===== src/logic/fwu_pkg.sv =====
// Shared constants, types and the check-byte step function of the upgrade receiver.
package fwu_pkg;

  typedef logic [7:0] fwu_byte_t;
  typedef logic [9:0] fwu_addr_t;
  typedef logic [5:0] fwu_pos_t;

  typedef enum logic [1:0]
  {
    ST_RECV = 2'b00,
    ST_DRAIN = 2'b01,
    ST_FLASH = 2'b10
  } fwu_state_t;

  // Frame layout.
  localparam fwu_byte_t CMD_CODE = 8'h74;
  localparam fwu_byte_t RUN_PROTOCOL = 8'h00;
  localparam fwu_byte_t TAIL_VALUE = 8'h00;
  localparam fwu_pos_t CMD0_POS = 6'h00;
  localparam fwu_pos_t CMD1_POS = 6'h01;
  localparam fwu_pos_t PROTO_POS = 6'h02;
  localparam fwu_pos_t VER_POS = 6'h03;
  localparam fwu_pos_t PKT_POS = 6'h04;
  localparam fwu_pos_t CHUNK_POS = 6'h05;
  localparam fwu_pos_t PAY0_POS = 6'h06;
  localparam fwu_pos_t CHECK1_POS = 6'h0A;
  localparam fwu_pos_t SPAN2_POS = 6'h0B;
  localparam fwu_pos_t CHECK2_POS = 6'h14;
  localparam fwu_pos_t SPAN3_POS = 6'h15;
  localparam fwu_pos_t CHECK3_POS = 6'h1E;
  localparam fwu_pos_t LAST_POS = 6'h1F;
  localparam fwu_pos_t FRAME_BYTES = 6'h20;
  localparam int PAYLOAD_COUNT = 22;
  localparam fwu_addr_t PACKET_BYTES = 10'h2C0;

  // Index ranges.
  localparam fwu_byte_t MAX_PACKET = 8'h2A;
  localparam fwu_byte_t END_CHUNK = 8'h20;
  localparam fwu_pos_t LAST_CHUNK = 6'h1F;

  // Check byte: x^8 + x^5 + x^4 + 1, bit-reflected, zero seed.
  localparam fwu_byte_t CRC_POLY = 8'h8C;
  localparam fwu_byte_t CRC_SEED = 8'h00;

  // Scratchpad table choice that shows the upgrade progress.
  localparam logic [1:0] TABLE_SEL_PKT = 2'b01;

  // Reset values.
  localparam fwu_byte_t EXP_PACKET_RST = 8'h00;
  localparam fwu_byte_t EXP_VERSION_RST = 8'h00;
  localparam fwu_pos_t EXP_CHUNK_RST = 6'h00;

  function automatic fwu_byte_t fwu_crc_step(input fwu_byte_t crcIn, input fwu_byte_t dataIn);
    fwu_byte_t c;
    logic fb;
    c = crcIn;
    for (int i = 0; i < 8; i++)
    begin
      fb = c[0] ^ dataIn[i];
      c = {1'b0, c[7:1]};
      if (fb)
        c = c ^ CRC_POLY;
    end
    return c;
  endfunction

  // Maps a frame position to its slot among the 22 payload bytes.
  function automatic logic [4:0] fwu_slot(input fwu_pos_t pos);
    fwu_pos_t s;
    s = pos - PAY0_POS;
    if (pos > CHECK1_POS)
      s = s - 6'h01;
    if (pos > CHECK2_POS)
      s = s - 6'h01;
    return s[4:0];
  endfunction

endpackage


===== src/logic/fwu_crc_if.sv =====
// Signals between the frame receiver and its check-byte engine.
`timescale 1ns/1ps
`default_nettype none
interface fwu_crc_if;
  logic feed;
  logic seed;
  logic [7:0] data;
  logic [7:0] value;

  modport engine (input feed, input seed, input data, output value);
  modport user (output feed, output seed, output data, input value);
endinterface
`default_nettype wire


===== src/logic/fwu_crc8.sv =====
// Running check-byte engine, one byte per feed strobe.
`timescale 1ns/1ps
`default_nettype none
module fwu_crc8 (
  // Clock and reset
  input wire logic clock,
  input wire logic rst,
  // Byte feed and result
  fwu_crc_if.engine crcBus
);
  import fwu_pkg::*;

  fwu_byte_t crc_q;
  fwu_byte_t crc_d;

  always_comb
  begin
    crc_d = fwu_crc_step(crcBus.seed ? CRC_SEED : crc_q, crcBus.data);
  end

  always_ff @(posedge clock)
  begin
    if (rst)
      crc_q <= CRC_SEED;
    else if (crcBus.feed)
      crc_q <= crc_d;
  end

  assign crcBus.value = crc_q;
endmodule
`default_nettype wire


===== src/logic/fwu_receiver.sv =====
// Firmware-upgrade frame receiver: framing, checks, ordering, payload and packet commit.
//
// Functional notes
// Command byte 0x74 after a bus reset starts an upgrade frame.
// No address; every device on the bus takes the frame.
// Command code differs in two or more bits from standard codes.
// A frame is exactly 32 bytes counted from the reset pulse.
// Bytes 0,1 are 0x74; header, payload, checks at 10,20,30; byte 31 zero.
// Checks cover bytes 2-9, 11-19 and 21-29.
// Check bytes use polynomial x^8+x^5+x^4+1.
// Only protocol value 0x00 is defined and handled.
// Reject wrong protocol or version; version change needs packet 0, chunk 0.
// Packet index 0 to 42; each packet is 704 flash bytes.
// Master sends chunks 0 to 31 in increasing order.
// Chunk 32 ends the last packet; device then switches firmware.
// Master waits 90 ms or sends three zero frames after a packet.
// Communication is off while flash is being written.
// Expected packet index increments after each stored packet.
// Master reads every expected index and sends the smallest.
// Expected index and new version show in table bytes for choice 01.
// Lower packet index with chunk 0 rewinds the expected index.
// Lower packet index with nonzero chunk is ignored.
// Packet above expected or chunk above next expected is ignored.
// Blind master starts at packet 0, chunk 0 and restarts on failure.
// Runs beside normal operation with no inter-frame time limit.
// Master may resume from the read-back expected index.
// Any check byte mismatch discards the frame and its payload.
`timescale 1ns/1ps
`default_nettype none
module fwu_receiver (
  // Clock and reset
  input wire logic clock,
  input wire logic rst,
  // Byte stream from the 1-Wire front end
  input wire logic busReset,
  input wire logic rxValid,
  input wire fwu_pkg::fwu_byte_t rxByte,
  // Flash controller
  input wire logic flashDone,
  output logic writeValid,
  output fwu_pkg::fwu_addr_t writeAddr,
  output fwu_pkg::fwu_byte_t writeData,
  output logic commitValid,
  output fwu_pkg::fwu_byte_t commitPacket,
  output logic switchFirmware,
  // Link status
  output logic commOff,
  output logic frameAccept,
  // Scratchpad table
  input wire logic [1:0] tableSel,
  output fwu_pkg::fwu_byte_t tableLsb,
  output fwu_pkg::fwu_byte_t tableMsb
);
  import fwu_pkg::*;

  fwu_state_t state_q;
  fwu_pos_t pos_q;
  logic live_q;
  logic cmdOk_q;
  logic crcOk_q;
  fwu_byte_t proto_q;
  fwu_byte_t ver_q;
  fwu_byte_t pkt_q;
  fwu_byte_t chunk_q;
  fwu_byte_t stage_q [PAYLOAD_COUNT];
  fwu_byte_t expPacket_q;
  fwu_byte_t expVersion_q;
  fwu_pos_t expChunk_q;
  logic [4:0] drainIdx_q;
  fwu_addr_t drainBase_q;
  logic pending_q;
  logic final_q;
  logic writeValid_q;
  fwu_addr_t writeAddr_q;
  fwu_byte_t writeData_q;
  logic commitValid_q;
  fwu_byte_t commitPacket_q;
  logic switchFw_q;
  logic commOff_q;
  logic frameAccept_q;
  fwu_byte_t tableLsb_q;
  fwu_byte_t tableMsb_q;

  logic takeByte;
  logic evalNow;
  logic inSpan;
  logic isPayload;
  logic isCheck;
  logic versionOk;
  logic frameGood;
  logic orderOk;
  logic accept;
  logic complete;
  logic drainLast;
  fwu_pos_t chunkNorm;

  fwu_crc_if crcBus ();

  fwu_crc8 crcUnit (
    .clock(clock),
    .rst(rst),
    .crcBus(crcBus)
  );

  // Bytes are taken only inside a live frame and never while flash is written.
  assign takeByte = rxValid && live_q && !commOff_q && (pos_q < FRAME_BYTES);
  assign evalNow = takeByte && (pos_q == LAST_POS);
  assign inSpan = ((pos_q >= PROTO_POS) && (pos_q < CHECK1_POS)) ||
                  ((pos_q >= SPAN2_POS) && (pos_q < CHECK2_POS)) ||
                  ((pos_q >= SPAN3_POS) && (pos_q < CHECK3_POS));
  assign isPayload = inSpan && (pos_q >= PAY0_POS);
  assign isCheck = (pos_q == CHECK1_POS) || (pos_q == CHECK2_POS) || (pos_q == CHECK3_POS);

  assign crcBus.feed = takeByte && inSpan;
  assign crcBus.seed = (pos_q == PROTO_POS) || (pos_q == SPAN2_POS) || (pos_q == SPAN3_POS);
  assign crcBus.data = rxByte;

  // Frame tracking; a reset pulse during a flash write starts no frame.
  always_ff @(posedge clock)
  begin
    if (rst)
    begin
      pos_q <= 6'h00;
      live_q <= 1'b0;
    end
    else if (busReset)
    begin
      pos_q <= 6'h00;
      live_q <= !commOff_q;
    end
    else if (commOff_q)
      live_q <= 1'b0;
    else if (takeByte)
    begin
      pos_q <= pos_q + 6'h01;
      if (evalNow)
        live_q <= 1'b0;
    end
  end

  // Header fields and per-frame check results.
  always_ff @(posedge clock)
  begin
    if (rst)
    begin
      cmdOk_q <= 1'b0;
      crcOk_q <= 1'b0;
      proto_q <= 8'h00;
      ver_q <= 8'h00;
      pkt_q <= 8'h00;
      chunk_q <= 8'h00;
    end
    else if (busReset)
    begin
      cmdOk_q <= 1'b1;
      crcOk_q <= 1'b1;
    end
    else if (takeByte)
    begin
      if ((pos_q == CMD0_POS) || (pos_q == CMD1_POS))
        cmdOk_q <= cmdOk_q && (rxByte == CMD_CODE);
      else if (pos_q == PROTO_POS)
        proto_q <= rxByte;
      else if (pos_q == VER_POS)
        ver_q <= rxByte;
      else if (pos_q == PKT_POS)
        pkt_q <= rxByte;
      else if (pos_q == CHUNK_POS)
        chunk_q <= rxByte;
      else if (isCheck)
        crcOk_q <= crcOk_q && (crcBus.value == rxByte);
    end
  end

  // Payload staging; nothing reaches flash before the whole frame has checked out.
  generate
    for (genvar i = 0; i < PAYLOAD_COUNT; i++)
    begin : gStage
      always_ff @(posedge clock)
      begin
        if (rst)
          stage_q[i] <= 8'h00;
        else if (takeByte && isPayload && (fwu_slot(pos_q) == 5'(i)))
          stage_q[i] <= rxByte;
      end
    end
  endgenerate

  // Final acceptance is decided as byte 31 arrives.
  assign chunkNorm = (chunk_q == END_CHUNK) ? LAST_CHUNK : chunk_q[5:0];
  assign versionOk = (ver_q == expVersion_q) || ((pkt_q == 8'h00) && (chunk_q == 8'h00));
  assign frameGood = cmdOk_q && crcOk_q && (rxByte == TAIL_VALUE) &&
                     (proto_q == RUN_PROTOCOL) && versionOk &&
                     (pkt_q <= MAX_PACKET) && (chunk_q <= END_CHUNK);
  // Any device takes the frame; there is no address match.
  assign orderOk = (pkt_q < expPacket_q) ? (chunk_q == 8'h00) :
                   ((pkt_q == expPacket_q) && (chunkNorm <= expChunk_q));
  assign accept = evalNow && frameGood && orderOk && (state_q == ST_RECV);
  assign complete = (chunkNorm == LAST_CHUNK);
  assign drainLast = (drainIdx_q == 5'(PAYLOAD_COUNT - 1));

  // Progress state; no timer runs between frames, so reception may take any time.
  always_ff @(posedge clock)
  begin
    if (rst)
    begin
      expPacket_q <= EXP_PACKET_RST;
      expChunk_q <= EXP_CHUNK_RST;
      expVersion_q <= EXP_VERSION_RST;
    end
    else if (accept)
    begin
      expPacket_q <= pkt_q;
      expChunk_q <= chunkNorm + 6'h01;
      expVersion_q <= ver_q;
    end
    else if (commitValid_q)
    begin
      expPacket_q <= expPacket_q + 8'h01;
      expChunk_q <= EXP_CHUNK_RST;
    end
  end

  // Payload drain and flash hand-off.
  always_ff @(posedge clock)
  begin
    if (rst)
    begin
      state_q <= ST_RECV;
      drainIdx_q <= 5'h00;
      drainBase_q <= 10'h000;
      pending_q <= 1'b0;
      final_q <= 1'b0;
    end
    else
    begin
      case (state_q)
        ST_RECV:
        begin
          if (accept)
          begin
            state_q <= ST_DRAIN;
            drainIdx_q <= 5'h00;
            drainBase_q <= 10'(chunkNorm * PAYLOAD_COUNT);
            pending_q <= complete;
            final_q <= (chunk_q == END_CHUNK);
          end
        end
        ST_DRAIN:
        begin
          drainIdx_q <= drainIdx_q + 5'h01;
          if (drainLast)
            state_q <= pending_q ? ST_FLASH : ST_RECV;
        end
        ST_FLASH:
        begin
          if (flashDone)
            state_q <= ST_RECV;
        end
        default:
          state_q <= ST_RECV;
      endcase
    end
  end

  always_ff @(posedge clock)
  begin
    if (rst)
    begin
      writeValid_q <= 1'b0;
      writeAddr_q <= 10'h000;
      writeData_q <= 8'h00;
    end
    else
    begin
      writeValid_q <= (state_q == ST_DRAIN);
      writeAddr_q <= drainBase_q + 10'(drainIdx_q);
      writeData_q <= stage_q[drainIdx_q];
    end
  end

  always_ff @(posedge clock)
  begin
    if (rst)
    begin
      commitValid_q <= 1'b0;
      commitPacket_q <= 8'h00;
      switchFw_q <= 1'b0;
    end
    else
    begin
      commitValid_q <= (state_q == ST_DRAIN) && drainLast && pending_q;
      commitPacket_q <= expPacket_q;
      switchFw_q <= (state_q == ST_DRAIN) && drainLast && pending_q && final_q;
    end
  end

  // Communication goes off as soon as a packet completes, until flash reports done.
  always_ff @(posedge clock)
  begin
    if (rst)
      commOff_q <= 1'b0;
    else if (accept && complete)
      commOff_q <= 1'b1;
    else if ((state_q == ST_FLASH) && flashDone)
      commOff_q <= 1'b0;
  end

  always_ff @(posedge clock)
  begin
    if (rst)
    begin
      frameAccept_q <= 1'b0;
      tableLsb_q <= 8'h00;
      tableMsb_q <= 8'h00;
    end
    else
    begin
      frameAccept_q <= accept;
      tableLsb_q <= (tableSel == TABLE_SEL_PKT) ? expPacket_q : 8'h00;
      tableMsb_q <= (tableSel == TABLE_SEL_PKT) ? expVersion_q : 8'h00;
    end
  end

  assign writeValid = writeValid_q;
  assign writeAddr = writeAddr_q;
  assign writeData = writeData_q;
  assign commitValid = commitValid_q;
  assign commitPacket = commitPacket_q;
  assign switchFirmware = switchFw_q;
  assign commOff = commOff_q;
  assign frameAccept = frameAccept_q;
  assign tableLsb = tableLsb_q;
  assign tableMsb = tableMsb_q;
endmodule
`default_nettype wire


===== config.mk =====
export PLATFORM = sky130hd
export DESIGN_NAME = fwu_receiver
export DESIGN_NICKNAME = d
export VERILOG_FILES = /design/src/logic/fwu_pkg.sv /design/src/logic/fwu_crc_if.sv /design/src/logic/fwu_crc8.sv /design/src/logic/fwu_receiver.sv
export SDC_FILE = /design/constraint.sdc
export NUM_CORES = 1
export LEC_CHECK = 0
export BUFFER_PORTS_ARGS = -buffer_cell sky130_fd_sc_hd__buf_2
export CELL_PAD_IN_SITES_DETAIL_PLACEMENT = 1
export CELL_PAD_IN_SITES_GLOBAL_PLACEMENT = 1
export CORE_ASPECT_RATIO = 1.5
export CORE_MARGIN = 5
export CORE_UTILIZATION = 54
export DETAILED_ROUTE_END_ITERATION = 8
export MAX_ROUTING_LAYER = met4
export PLACE_DENSITY = 0.94
export SLEW_MARGIN = 40
export SYNTH_ARGS = -nofsm -noshare
export SYNTH_HDL_FRONTEND = slang
export SYNTH_SLANG_ARGS = --single-unit

===== constraint.sdc =====
create_clock -name clock -period 7.62 [get_ports clock]
set_input_delay 1.143 -clock clock [delete_from_list [all_inputs] [get_ports clock]]
set_output_delay 1.143 -clock clock [all_outputs]
set_load 0.05 [all_outputs]

==> flow_metrics.env, run 1 <==
export IMPL_status="completed"
export IMPL_use_met3=0.0501
export IMPL_start_util=0.547
export IMPL_setup_slack_ns=2.47
export IMPL_clock_latency_ns=0.59
export IMPL_drc_errors=0
export IMPL_grt_max_degree=80
export IMPL_via_per_inst=7.00
export IMPL_top_usage_layer="met2"
export IMPL_synth_nets=1418
export IMPL_min_period_ns=5.15
export IMPL_rsz0062_at_grt="no"
export IMPL_async_reset_ff_frac=0
export IMPL_row_count=75
export IMPL_met1_usage=0.343
export IMPL_synth_edf_count=176
export IMPL_ctsResizeCount=0
export IMPL_yosysMostFrequentCell="edfxtp_1"
export IMPL_drv_cap=0
export IMPL_cts_buffers_inserted=30
export IMPL_die_w_um=148
export IMPL_core_area_mm2=0.0281
export IMPL_ant_nets=0
export IMPL_post_drt_wl_per_cell_um=29.6
export IMPL_slew_headroom=0.450
export IMPL_crit_chain="nor4b_2, nand2_1, nand2b_1, ha_1, nor2b_1, o41ai_1, a211oi_1, a311oi_1, o2111a_1, buf_4, or2_1, buf_4, mux2i_1"
export IMPL_final_cell_area_mm2=0.0170
export IMPL_ys_seq_area_frac=0.522
export IMPL_synth_top_cell_area_share=0.344
export IMPL_hold_slack_ns=0.468
export IMPL_finalCritPeriodShare=0.676
export IMPL_ys_ff_latch=312
export IMPL_n_antenna_cell=0
export IMPL_final_util=0.606
export IMPL_htreeDepth=1
export IMPL_ir_drop_uv=297
export IMPL_syn_instance_count=1356
export IMPL_gp_congestion=0.867
export IMPL_clk_pin_slew_worst_paths_ns=0.07
export IMPL_dpl_cell_area_mm2=0.0159
export IMPL_grt_pass1_vias=12700
export IMPL_areaGrowthSynthToFinish_pct=10.8
export IMPL_port_buffers=61
export IMPL_powerDensity_mw_per_mm2=214
export IMPL_drtPass1Iterations=6
export IMPL_fill_cells=2805
export IMPL_postCtsHoldBufs=0
export IMPL_end_kind="flop"
export IMPL_ios=62
export IMPL_clock_sinks=312
export IMPL_synth_commonest_cells="edfxtp_1, nor3_1, dfxtp_1, clkbuf_1, nor2_1"
export IMPL_worst_pin_slew_ns=0.816
export IMPL_path_max_fanout=27
export IMPL_yosys_area_top_type="edfxtp_1"
export IMPL_setup_viol=0
export IMPL_synth_cell_type_count=77
export IMPL_fin_nets=1414
export IMPL_grt_pass1_wl_um=78700
export IMPL_postCtsSetupBuffers=0
export IMPL_syn_avg_cell_area_um2=11.3
export IMPL_netlist_area_mm2=0.0154
export IMPL_die_h_um=217
export IMPL_slowest_delay_ns=0.66
export IMPL_vias=12100
export IMPL_p_leak_nw=6.21
export IMPL_max_freq_mhz=194
export IMPL_cp_slowest_cell="o41ai_1"
export IMPL_startpoint_type="flop"
export IMPL_met2_usage=0.567
export IMPL_drtIter0Drc=1190
export IMPL_cts_tree="yes"
export IMPL_dieArea_mm2=0.0320
export IMPL_antenna_found_initial=0
export IMPL_crit_top_cell="buf_4"
export IMPL_yosys_warnings=0
export IMPL_cts_path_max_buffers=3
export IMPL_crit_required_ns=8.12
export IMPL_drive_gt1_frac=0.178
export IMPL_maxSlewViolCount=0
export IMPL_clock_skew_ns=0.0251
export IMPL_hpwl_um=31500
export IMPL_place_ws_ns=2.88
export IMPL_finalHoldViolations=0
export IMPL_synthFlopType="edfxtp_1"
export IMPL_crit_arrival_ns=5.65
export IMPL_synthTopCellsByArea="edfxtp_1, dfxtp_1, mux4_2"
export IMPL_grt_usage=0.325
export IMPL_finalWirelength_um=51000
export IMPL_cts_root_buffer="clkbuf_16"
export IMPL_path_class="flop to flop"
export IMPL_hold_class="flop to flop"
export IMPL_grt_ovfl_total=0
export IMPL_fin_setup_tns_ns=0
[worst max-delay path: cells and delay by family (launching register included)]
kind            cells  cell delay (ns)
simple gates        5             1.81
mux                 1             0.25
compound gates      4             1.53
fa+ha+maj           1             0.29
buf+inv             2             0.73
flops               1             0.45
[kinds of logic after synthesis]
group | synth area share
simple gates | 0.173
fa+ha+maj | 0.0398
mux | 0.107
buf+inv | 0.0411
compound gates | 0.0743
xor+xnor | 0.0437
flops | 0.522
[layout by cell type, fill, tap and decap left out, types with 4 or more instances in the layout]
master	count
a31o_1	10
nor4_1	61
o21ai_2	6
and3_1	6
dfxtp_1	133
a211oi_1	4
o21ai_1	13
o31ai_2	6
nand3_1	20
a31oi_1	6
nand2_1	57
and2_1	22
buf_2	60
nand2b_1	10
nor3_1	147
mux2i_1	52
xnor2_1	48
o211ai_1	10
or2_2	7
or3_1	10
nor4b_1	14
ha_1	44
o21ai_0	29
nor2b_1	12
edfxtp_1	176
clkinv_2	6
a21oi_1	28
a31o_2	8
mux4_2	48
buf_4	24
a21o_1	11
inv_1	30
nand2_2	8
nor3b_1	7
xor2_1	26
nand4_1	17
bufinv_16	5
clkbuf_16	32
nor2_1	83
[path summary, 6_finish.rpt]
path,startpoint,end,slack [ns],depth (start not counted)
setup / recovery,chunk_q[5]$_SDFFE_PP0P_,drainBase_q[2]$_SDFFE_PP0P_,2.47,13
hold / removal,expPacket_q[6]$_SDFFE_PP0P_,tableLsb[6]$_SDFF_PP0_,0.47,1
setup reg to reg,chunk_q[5]$_SDFFE_PP0P_,drainBase_q[2]$_SDFFE_PP0P_,2.47,13
hold reg to reg,expPacket_q[6]$_SDFFE_PP0P_,tableLsb[6]$_SDFF_PP0_,0.47,1
[layer usage]
| layer | part of all wire | wire length (um) |
|---|---|---|
| met5 | 0 | 0 |
| met4 | 0.076 | 3890 |
| met3 | 0.069 | 3530 |
| met2 | 0.52 | 26300 |
| met1 | 0.34 | 17200 |
[area by class of cell]
type / count / area [um^2] / area share
repair buffers: 87 / 548 / 0.0322
inverters: 32 / 123 / 0.00721
flip-flops and latches: 312 / 8010 / 0.471
multi-input cells: 889 / 6800 / 0.400
clock inverters: 20 / 244 / 0.0143
clock buffers: 36 / 846 / 0.0497
well taps: 346 / 433 / 0.0254
[state kept, by name, summed over array words and instances, names as in the netlist, 8 cells and up]
signal	cells
expVersion_q	8
commitPacket	8
proto_q	8
writeData	8
expPacket_q	8
tableMsb	8
stage_q	176
writeAddr	10
tableLsb	8
drainBase_q	9
crcUnit.crcBus.value	8
pkt_q	8
ver_q	8
chunk_q	8
[stage by stage]
step	instances	total power, mW
3_3_place_gp	1663	1.98
3_5_place_dp	1665	2.00
6_report	1722	3.65
5_1_grt	1722	3.73
4_1_cts	1721	3.64
2_1_floorplan	1356	1.94
[power by group]
part	total, mW	internal (mW)	switching, mW
Sequential	1.82	1.81	0.0172
Combinational	0.149	0.0404	0.108
Clock	1.67	0.965	0.710
Total	3.65	2.81	0.835
Power figures use the tool's default switching activity.
==> run 2, diff against run 1 <==
--- a/config.mk
+++ b/config.mk
@@ -10,10 +10,10 @@
 export CELL_PAD_IN_SITES_GLOBAL_PLACEMENT = 1
 export CORE_ASPECT_RATIO = 1.5
 export CORE_MARGIN = 5
-export CORE_UTILIZATION = 54
+export CORE_UTILIZATION = 46
 export DETAILED_ROUTE_END_ITERATION = 8
 export MAX_ROUTING_LAYER = met4
-export PLACE_DENSITY = 0.94
+export PLACE_DENSITY = 0.86
 export SLEW_MARGIN = 40
 export SYNTH_ARGS = -nofsm -noshare
 export SYNTH_HDL_FRONTEND = slang
==> constraint.sdc (replaced) <==
create_clock -name clock -period 4.7 [get_ports clock]
set_input_delay 0.705 -clock clock [delete_from_list [all_inputs] [get_ports clock]]
set_output_delay 0.705 -clock clock [all_outputs]
set_load 0.05 [all_outputs]
==> run 2 against run 1 <==
Net effect:
- first-iteration DRC count fell by 25%
- design area rose by 0.57%
- count of clock-buffer cells in the layout rose by 6
- utilization fell by 9.2 points
- via count fell by 6.2%
- register-to-register slack got worse by 2.0 ns
- sequential share of layout area fell by 0.28 points
- hold slack got worse by 0.0081 ns
- non-clock buffer count rose by 20
- global-route usage fell by 9.0 points
- largest cell class unchanged
- largest power group unchanged
==> flow_metrics.env, run 2 (synthesis gave the netlist of run 1 again) <==
export IMPL_status="completed"
export IMPL_min_period_ns=4.27
export IMPL_intPower_mw=4.34
export IMPL_slowest_delay_ns=0.53
export IMPL_drtIter0Drc=897
export IMPL_grt_ovfl_total=0
export IMPL_power_switching_mw=1.27
export IMPL_clock_sinks=312
export IMPL_rrSetupSlack_ns=0.43
export IMPL_row_count=82
export IMPL_die_h_um=234
export IMPL_worst_pin_slew_ns=0.839
export IMPL_rr_endpoint="stage_q[17][7]$_SDFFCE_PN0P_"
export IMPL_hpwl_um=30000
export IMPL_dpl_cell_area_mm2=0.0161
export IMPL_power_mw=5.61
export IMPL_crit_chain="ha_1, nand2b_1, a31oi_1, o21ai_0, inv_1, ha_1, o21ai_0, or2_1, or3_1, and2_1, buf_4, o31ai_1, buf_4"
export IMPL_antenna_found_initial=0
export IMPL_p_sw_frac=0.227
export IMPL_fill_cells=3486
export IMPL_finalWirelength_um=43700
export IMPL_vias=11300
export IMPL_ios=62
export IMPL_grt_usage=0.235
export IMPL_die_w_um=159
export IMPL_drv_cap=0
export IMPL_placedCellCount=1760
export IMPL_core_area_mm2=0.0332
export IMPL_via_per_inst=6.24
export IMPL_start_util=0.462
export IMPL_stdcell_count=1814
export IMPL_cp_slowest_cell="dfxtp_1"
export IMPL_final_util=0.515
export IMPL_worst_r2r_cell_count=13
export IMPL_finalHoldViolations=0
export IMPL_crit_arrival_ns=4.57
export IMPL_finalCritPeriodShare=0.909
export IMPL_cts_root_buffer="clkbuf_16"
export IMPL_largest_register="stage_q"
export IMPL_final_cell_area_mm2=0.0171
export IMPL_powerDensity_mw_per_mm2=328
export IMPL_largest_reg_flops=176
export IMPL_p_leak_nw=6.25
export IMPL_end_kind="flop"
export IMPL_areaGrowthSynthToFinish_pct=11.4
export IMPL_hold_class="primary input to flop"
export IMPL_fin_setup_tns_ns=0
export IMPL_maxSlewViolCount=0
export IMPL_ir_drop_uv=271
export IMPL_drive_gt1_frac=0.183
export IMPL_whs_endpoint="crcOk_q$_SDFFE_PP0P_"
export IMPL_slew_headroom=0.437
export IMPL_clockPowerShare=0.432
export IMPL_drtPass1Iterations=5
export IMPL_path_max_fanout=27
export IMPL_postCtsHoldBufs=0
export IMPL_grt_max_degree=64
export IMPL_ctsResizeCount=0
export IMPL_postCtsSetupBuffers=0
export IMPL_drc_errors=0
export IMPL_holdPathStages=3
export IMPL_cts_path_max_buffers=3
export IMPL_ant_nets=0
export IMPL_clk_pin_slew_worst_paths_ns=0.07
export IMPL_path_class="flop to flop"
export IMPL_dieArea_mm2=0.0372
export IMPL_clock_latency_ns=0.59
export IMPL_mostFrequentLayoutCell="edfxtp_1"
export IMPL_grt_pass1_wl_um=68400
export IMPL_p_seq_frac=0.526
export IMPL_cts_buffers_inserted=29
export IMPL_rsz0062_at_grt="no"
export IMPL_r2r_start="pos_q[1]$_SDFFE_PP0P_"
export IMPL_fin_nets=1433
export IMPL_gp_congestion=0.867
export IMPL_post_drt_wl_per_cell_um=24.1
export IMPL_crit_family="simple AND/OR/NAND/NOR gates"
export IMPL_grt_pass1_vias=12100
export IMPL_clock_skew_ns=0.0276
export IMPL_startpoint_type="flop"
export IMPL_cp_buffers_inverters=3
export IMPL_pwr_share_comb=0.042
export IMPL_cts_tree="yes"
export IMPL_max_freq_mhz=234
export IMPL_setup_viol=0
export IMPL_n_antenna_cell=0
export IMPL_port_buffers=61
export IMPL_final_cell_mix="edfxtp_1, nor3_1, dfxtp_1, nor2_1, nor4_1"
export IMPL_htreeDepth=1
export IMPL_crit_required_ns=5.00
export IMPL_hp_start="busReset"
==> run 2: cell count changes in the layout (fill, tap and decap cells not counted), sizes merged <==
cell / change
clkbuf: +6
clkinvlp: -1
inv: +2
buf: +20
clkinv: -5
bufinv: -4
==> run 2: final cells by class <==
type	count	area, um^2	area share
flip-flops and latches	312	8010	0.468
multi-input cells	889	6780	0.396
clock buffers	42	865	0.0505
repair buffers	107	691	0.0404
well taps	420	526	0.0307
inverters	32	120	0.00702
clock inverters	12	115	0.00673
==> run 2: worst max path at each step <==
stage	startpoint	end	slack (ns)	depth (start not counted)
final	pos_q[1]$_SDFFE_PP0P_	stage_q[17][7]$_SDFFCE_PN0P_	0.43	13
after global placement	pos_q[1]$_SDFFE_PP0P_	stage_q[21][7]$_SDFFCE_PN0P_	0.51	11
after detailed placement	pos_q[1]$_SDFFE_PP0P_	stage_q[17][7]$_SDFFCE_PN0P_	0.56	13
after global routing	pos_q[1]$_SDFFE_PP0P_	stage_q[17][0]$_SDFFCE_PN0P_	0.23	13
after floorplan	pos_q[2]$_SDFFE_PP0P_	stage_q[21][0]$_SDFFCE_PN0P_	0.76	16
after CTS	pos_q[1]$_SDFFE_PP0P_	stage_q[17][3]$_SDFFCE_PN0P_	0.55	12
==> run 2: worst register-to-register path, stage by stage, from the launching register on <==
cell,delay [ns]
dfxtp_1,0.53
ha_1,0.25
nand2b_1,0.14
a31oi_1,0.31
o21ai_0,0.25
inv_1,0.12
ha_1,0.19
o21ai_0,0.17
or2_1,0.32
or3_1,0.42
and2_1,0.42
buf_4,0.35
o31ai_1,0.31
buf_4,0.23
==> run 2: routing by layer <==
layer | wire length (um) | global-route usage
met1 | 15600 | 0.242
met2 | 23600 | 0.436
met3 | 1970 | 0.0290
met4 | 2550 | 0.125
met5 | 0 | -
==> run 2: power groups by stage <==
stage	Sequential, mW	Clock (mW)	Combinational [mW]
6_report	2.95	2.42	0.237
5_1_grt	2.95	2.57	0.249
4_1_cts	2.95	2.45	0.235
3_5_place_dp	3.01	0	0.233
3_3_place_gp	3.01	0	0.220
2_1_floorplan	3.01	0	0.144
==> run 2: through the flow <==
step / setup slack [ns] / hold slack, ns
final: 0.429 / 0.460
after global placement: 0.514 / 0.432
after global routing: 0.227 / 0.470
after floorplan: 0.758 / 0.421
after detailed placement: 0.563 / 0.456
after CTS: 0.546 / 0.451
==> run 3, diff against run 2 <==
--- a/config.mk
+++ b/config.mk
@@ -10,11 +10,12 @@
 export CELL_PAD_IN_SITES_GLOBAL_PLACEMENT = 1
 export CORE_ASPECT_RATIO = 1.5
 export CORE_MARGIN = 5
-export CORE_UTILIZATION = 46
+export CORE_UTILIZATION = 45
 export DETAILED_ROUTE_END_ITERATION = 8
 export MAX_ROUTING_LAYER = met4
-export PLACE_DENSITY = 0.86
+export PLACE_DENSITY = 0.85
 export SLEW_MARGIN = 40
 export SYNTH_ARGS = -nofsm -noshare
 export SYNTH_HDL_FRONTEND = slang
+export SYNTH_HIERARCHICAL = 1
 export SYNTH_SLANG_ARGS = --single-unit
==> run 3 against run 2 <==
Net effect:
- global-route usage is 0.33 points higher
- sequential share of layout area is 0.33 points higher
- routed wire length is 0.42% higher
- clock power hardly changed
- cell count is 0.66% higher
- design area is 0.71% lower
- utilization is 0.68 points lower
- count of clock-buffer cells in the layout is 1 lower
- non-clock buffer count is 11 lower
- worst setup slack better by 0.32 ns
- synthesized cell count is 0.88% lower
==> flow_metrics.env, run 3 <==
export IMPL_drv_cap=0
export IMPL_grt_usage=0.239
export IMPL_syn_avg_cell_area_um2=11.3
export IMPL_clockPowerShare=0.434
export IMPL_end_kind="flop"
export IMPL_cts_buffers_inserted=30
export IMPL_ir_drop_uv=243
export IMPL_htreeDepth=1
export IMPL_intPower_mw=4.38
export IMPL_cts_root_buffer="clkbuf_16"
export IMPL_min_period_ns=3.95
export IMPL_crit_arrival_ns=4.19
export IMPL_wl_met2_um=24100
export IMPL_startpoint_type="flop"
export IMPL_postCtsHoldBufs=0
export IMPL_synth_cell_type_count=87
export IMPL_dieArea_mm2=0.0377
export IMPL_p_leak_nw=6.56
export IMPL_row_count=82
export IMPL_cts_path_max_buffers=3
export IMPL_finalHoldViolations=0
export IMPL_gp_congestion=0.885
export IMPL_ys_ff_latch=312
export IMPL_drtIter0Drc=763
export IMPL_synth_top_cell_area_share=0.347
export IMPL_clock_skew_ns=0.0128
export IMPL_clock_sinks=312
export IMPL_p_sw_frac=0.222
export IMPL_worst_pin_slew_ns=0.894
export IMPL_path_max_fanout=13
export IMPL_grt_pass1_wl_um=68500
export IMPL_vias=10800
export IMPL_final_cell_mix="nor2_1, edfxtp_1, dfxtp_1, nand2_1, buf_2"
export IMPL_ios=62
export IMPL_die_h_um=235
export IMPL_drtPass1Iterations=9
export IMPL_ant_nets=0
export IMPL_slew_headroom=0.402
export IMPL_met3WireLength_um=2090
export IMPL_yosys_warnings=6
export IMPL_synthFlopType="edfxtp_1"
export IMPL_hold_class="primary input to flop"
export IMPL_n_antenna_cell=0
export IMPL_drive_gt1_frac=0.179
export IMPL_largest_reg_flops=176
export IMPL_finalWirelength_um=43900
export IMPL_met1_length_um=14900
export IMPL_top_layer_used="met4"
export IMPL_mostFrequentLayoutCell="nor2_1"
export IMPL_yosysMostFrequentCell="nor2_1"
export IMPL_port_buffers=61
export IMPL_synthTopCellsByArea="edfxtp_1, dfxtp_1, mux4_2"
export IMPL_setup_viol=0
export IMPL_areaGrowthSynthToFinish_pct=11.5
export IMPL_yosys_area_top_type="edfxtp_1"
export IMPL_die_w_um=160
export IMPL_cp_slowest_cell="dfxtp_1"
export IMPL_stdcell_count=1826
export IMPL_ys_seq_area_frac=0.525
export IMPL_final_util=0.508
export IMPL_drc_errors=0
export IMPL_rsz0062_at_grt="no"
export IMPL_ctsResizeCount=0
export IMPL_postCtsSetupBuffers=0
export IMPL_clk_pin_slew_worst_paths_ns=0.07
export IMPL_crit_top_cell="o21ai_1"
export IMPL_largest_register="stage_q"
export IMPL_max_freq_mhz=253
export IMPL_fin_nets=1444
export IMPL_clock_latency_ns=0.57
export IMPL_power_switching_mw=1.25
export IMPL_synth_edf_count=176
export IMPL_netlist_area_mm2=0.0152
export IMPL_cts_tree="yes"
export IMPL_slowest_delay_ns=0.60
export IMPL_syn_instance_count=1344
export IMPL_p_seq_frac=0.525
export IMPL_synth_nets=1405
export IMPL_status="completed"
export IMPL_grt_pass1_vias=11700
export IMPL_fin_setup_tns_ns=0
export IMPL_crit_chain="and2b_1, o21ai_1, nor2_1, a21oi_1, ha_1, o21ai_1, nor3_1, xnor2_2, nand4bb_1, nand2_1"
export IMPL_synth_commonest_cells="nor2_1, edfxtp_1, dfxtp_1, nand2_1, clkbuf_1"
export IMPL_grt_ovfl_total=0
export IMPL_core_area_mm2=0.0334
export IMPL_start_util=0.456
export IMPL_hpwl_um=30900
export IMPL_placedCellCount=1771
export IMPL_antenna_found_initial=0
export IMPL_powerDensity_mw_per_mm2=332
export IMPL_grt_max_degree=78
export IMPL_crit_required_ns=4.94
export IMPL_hold_slack_ns=0.453
export IMPL_maxSlewViolCount=0
export IMPL_path_class="flop to flop"
export IMPL_post_drt_wl_per_cell_um=24.0
export IMPL_async_reset_ff_frac=0
export IMPL_via_per_inst=5.93
export IMPL_pwr_share_comb=0.041
export IMPL_finalCritPeriodShare=0.841
## run 3: cell types whose count changed in the layout (fill, tap and decap cells not counted), moves of 10 or more
cell	before	now
nand3_2	0	12
buf_4	44	33
nor4_1	61	16
a31o_1	10	0
a21oi_1	28	42
nor4b_1	14	1
nor2_1	83	263
nor3_1	147	13
## run 3: kinds of logic after synthesis
family	count (synthesis)	share of synthesized area
simple gates	514	0.172
compound gates	162	0.0739
buf+inv	131	0.0369
xor+xnor	78	0.0467
mux	101	0.106
flops	312	0.525
fa+ha+maj	46	0.0392
## run 3: worst paths after layout
| path | cells past startpoint | end | slack (ns) | start |
|---|---|---|---|---|
| worst max-delay path | 10 | stage_q[16][3]$_SDFFCE_PN0P_ | 0.75 | pos_q[0]$_SDFFE_PP0P_ |
| worst min-delay path | 3 | cmdOk_q$_SDFFE_PP0P_ | 0.45 | busReset |
| worst max register to register | 10 | stage_q[16][3]$_SDFFCE_PN0P_ | 0.75 | pos_q[0]$_SDFFE_PP0P_ |
| worst min register to register | 1 | tableLsb[4]$_SDFF_PP0_ | 0.49 | expPacket_q[4]$_SDFFE_PP0P_ |
## run 3: final cells by class
| cell class | count | area (um^2) |
|---|---|---|
| Timing Repair Buffer | 96 | 608 |
| Fill cell | 3541 | 16500 |
| Clock buffer | 41 | 856 |
| Multi-Input combinational cell | 901 | 6700 |
| Sequential cell | 312 | 8010 |
| Clock inverter | 14 | 131 |
| Inverter | 42 | 158 |
| Tap cell | 420 | 526 |
## run 3: routing by layer
metal,vias up,global-route usage
li1,4871,-
met1,5403,0.237
met2,399,0.447
met3,163,0.0300
met4,0,0.130
met5,-,-
## run 3: worst max-delay path: cells and delay by family (launching register included)
family,cells,cell delay [ns]
AOI/OAI and AO/OA,3,0.72
DFF,1,0.60
and+or+nand+nor,5,1.79
xor gates and xnor gates,1,0.30
adders and majority gates,1,0.19
## run 3: power groups by stage
stage	combinational, mW	clock [mW]	sequential (mW)
6_report	0.232	2.44	2.96
2_1_floorplan	0.142	0	3.01
5_1_grt	0.244	2.61	2.96
3_3_place_gp	0.219	0	3.01
4_1_cts	0.230	2.48	2.96
3_5_place_dp	0.227	0	3.02
## run 3: stage by stage
stage          setup WS (ns)  power [mW]  instance area (um^2)
6_report               0.747        5.64                 17000
5_1_grt                0.461        5.81                 17000
3_5_place_dp           0.864        3.24                 16000
3_3_place_gp           0.988        3.23                 15900
4_1_cts                0.818        5.67                 17000
2_1_floorplan           1.17        3.15                 15200
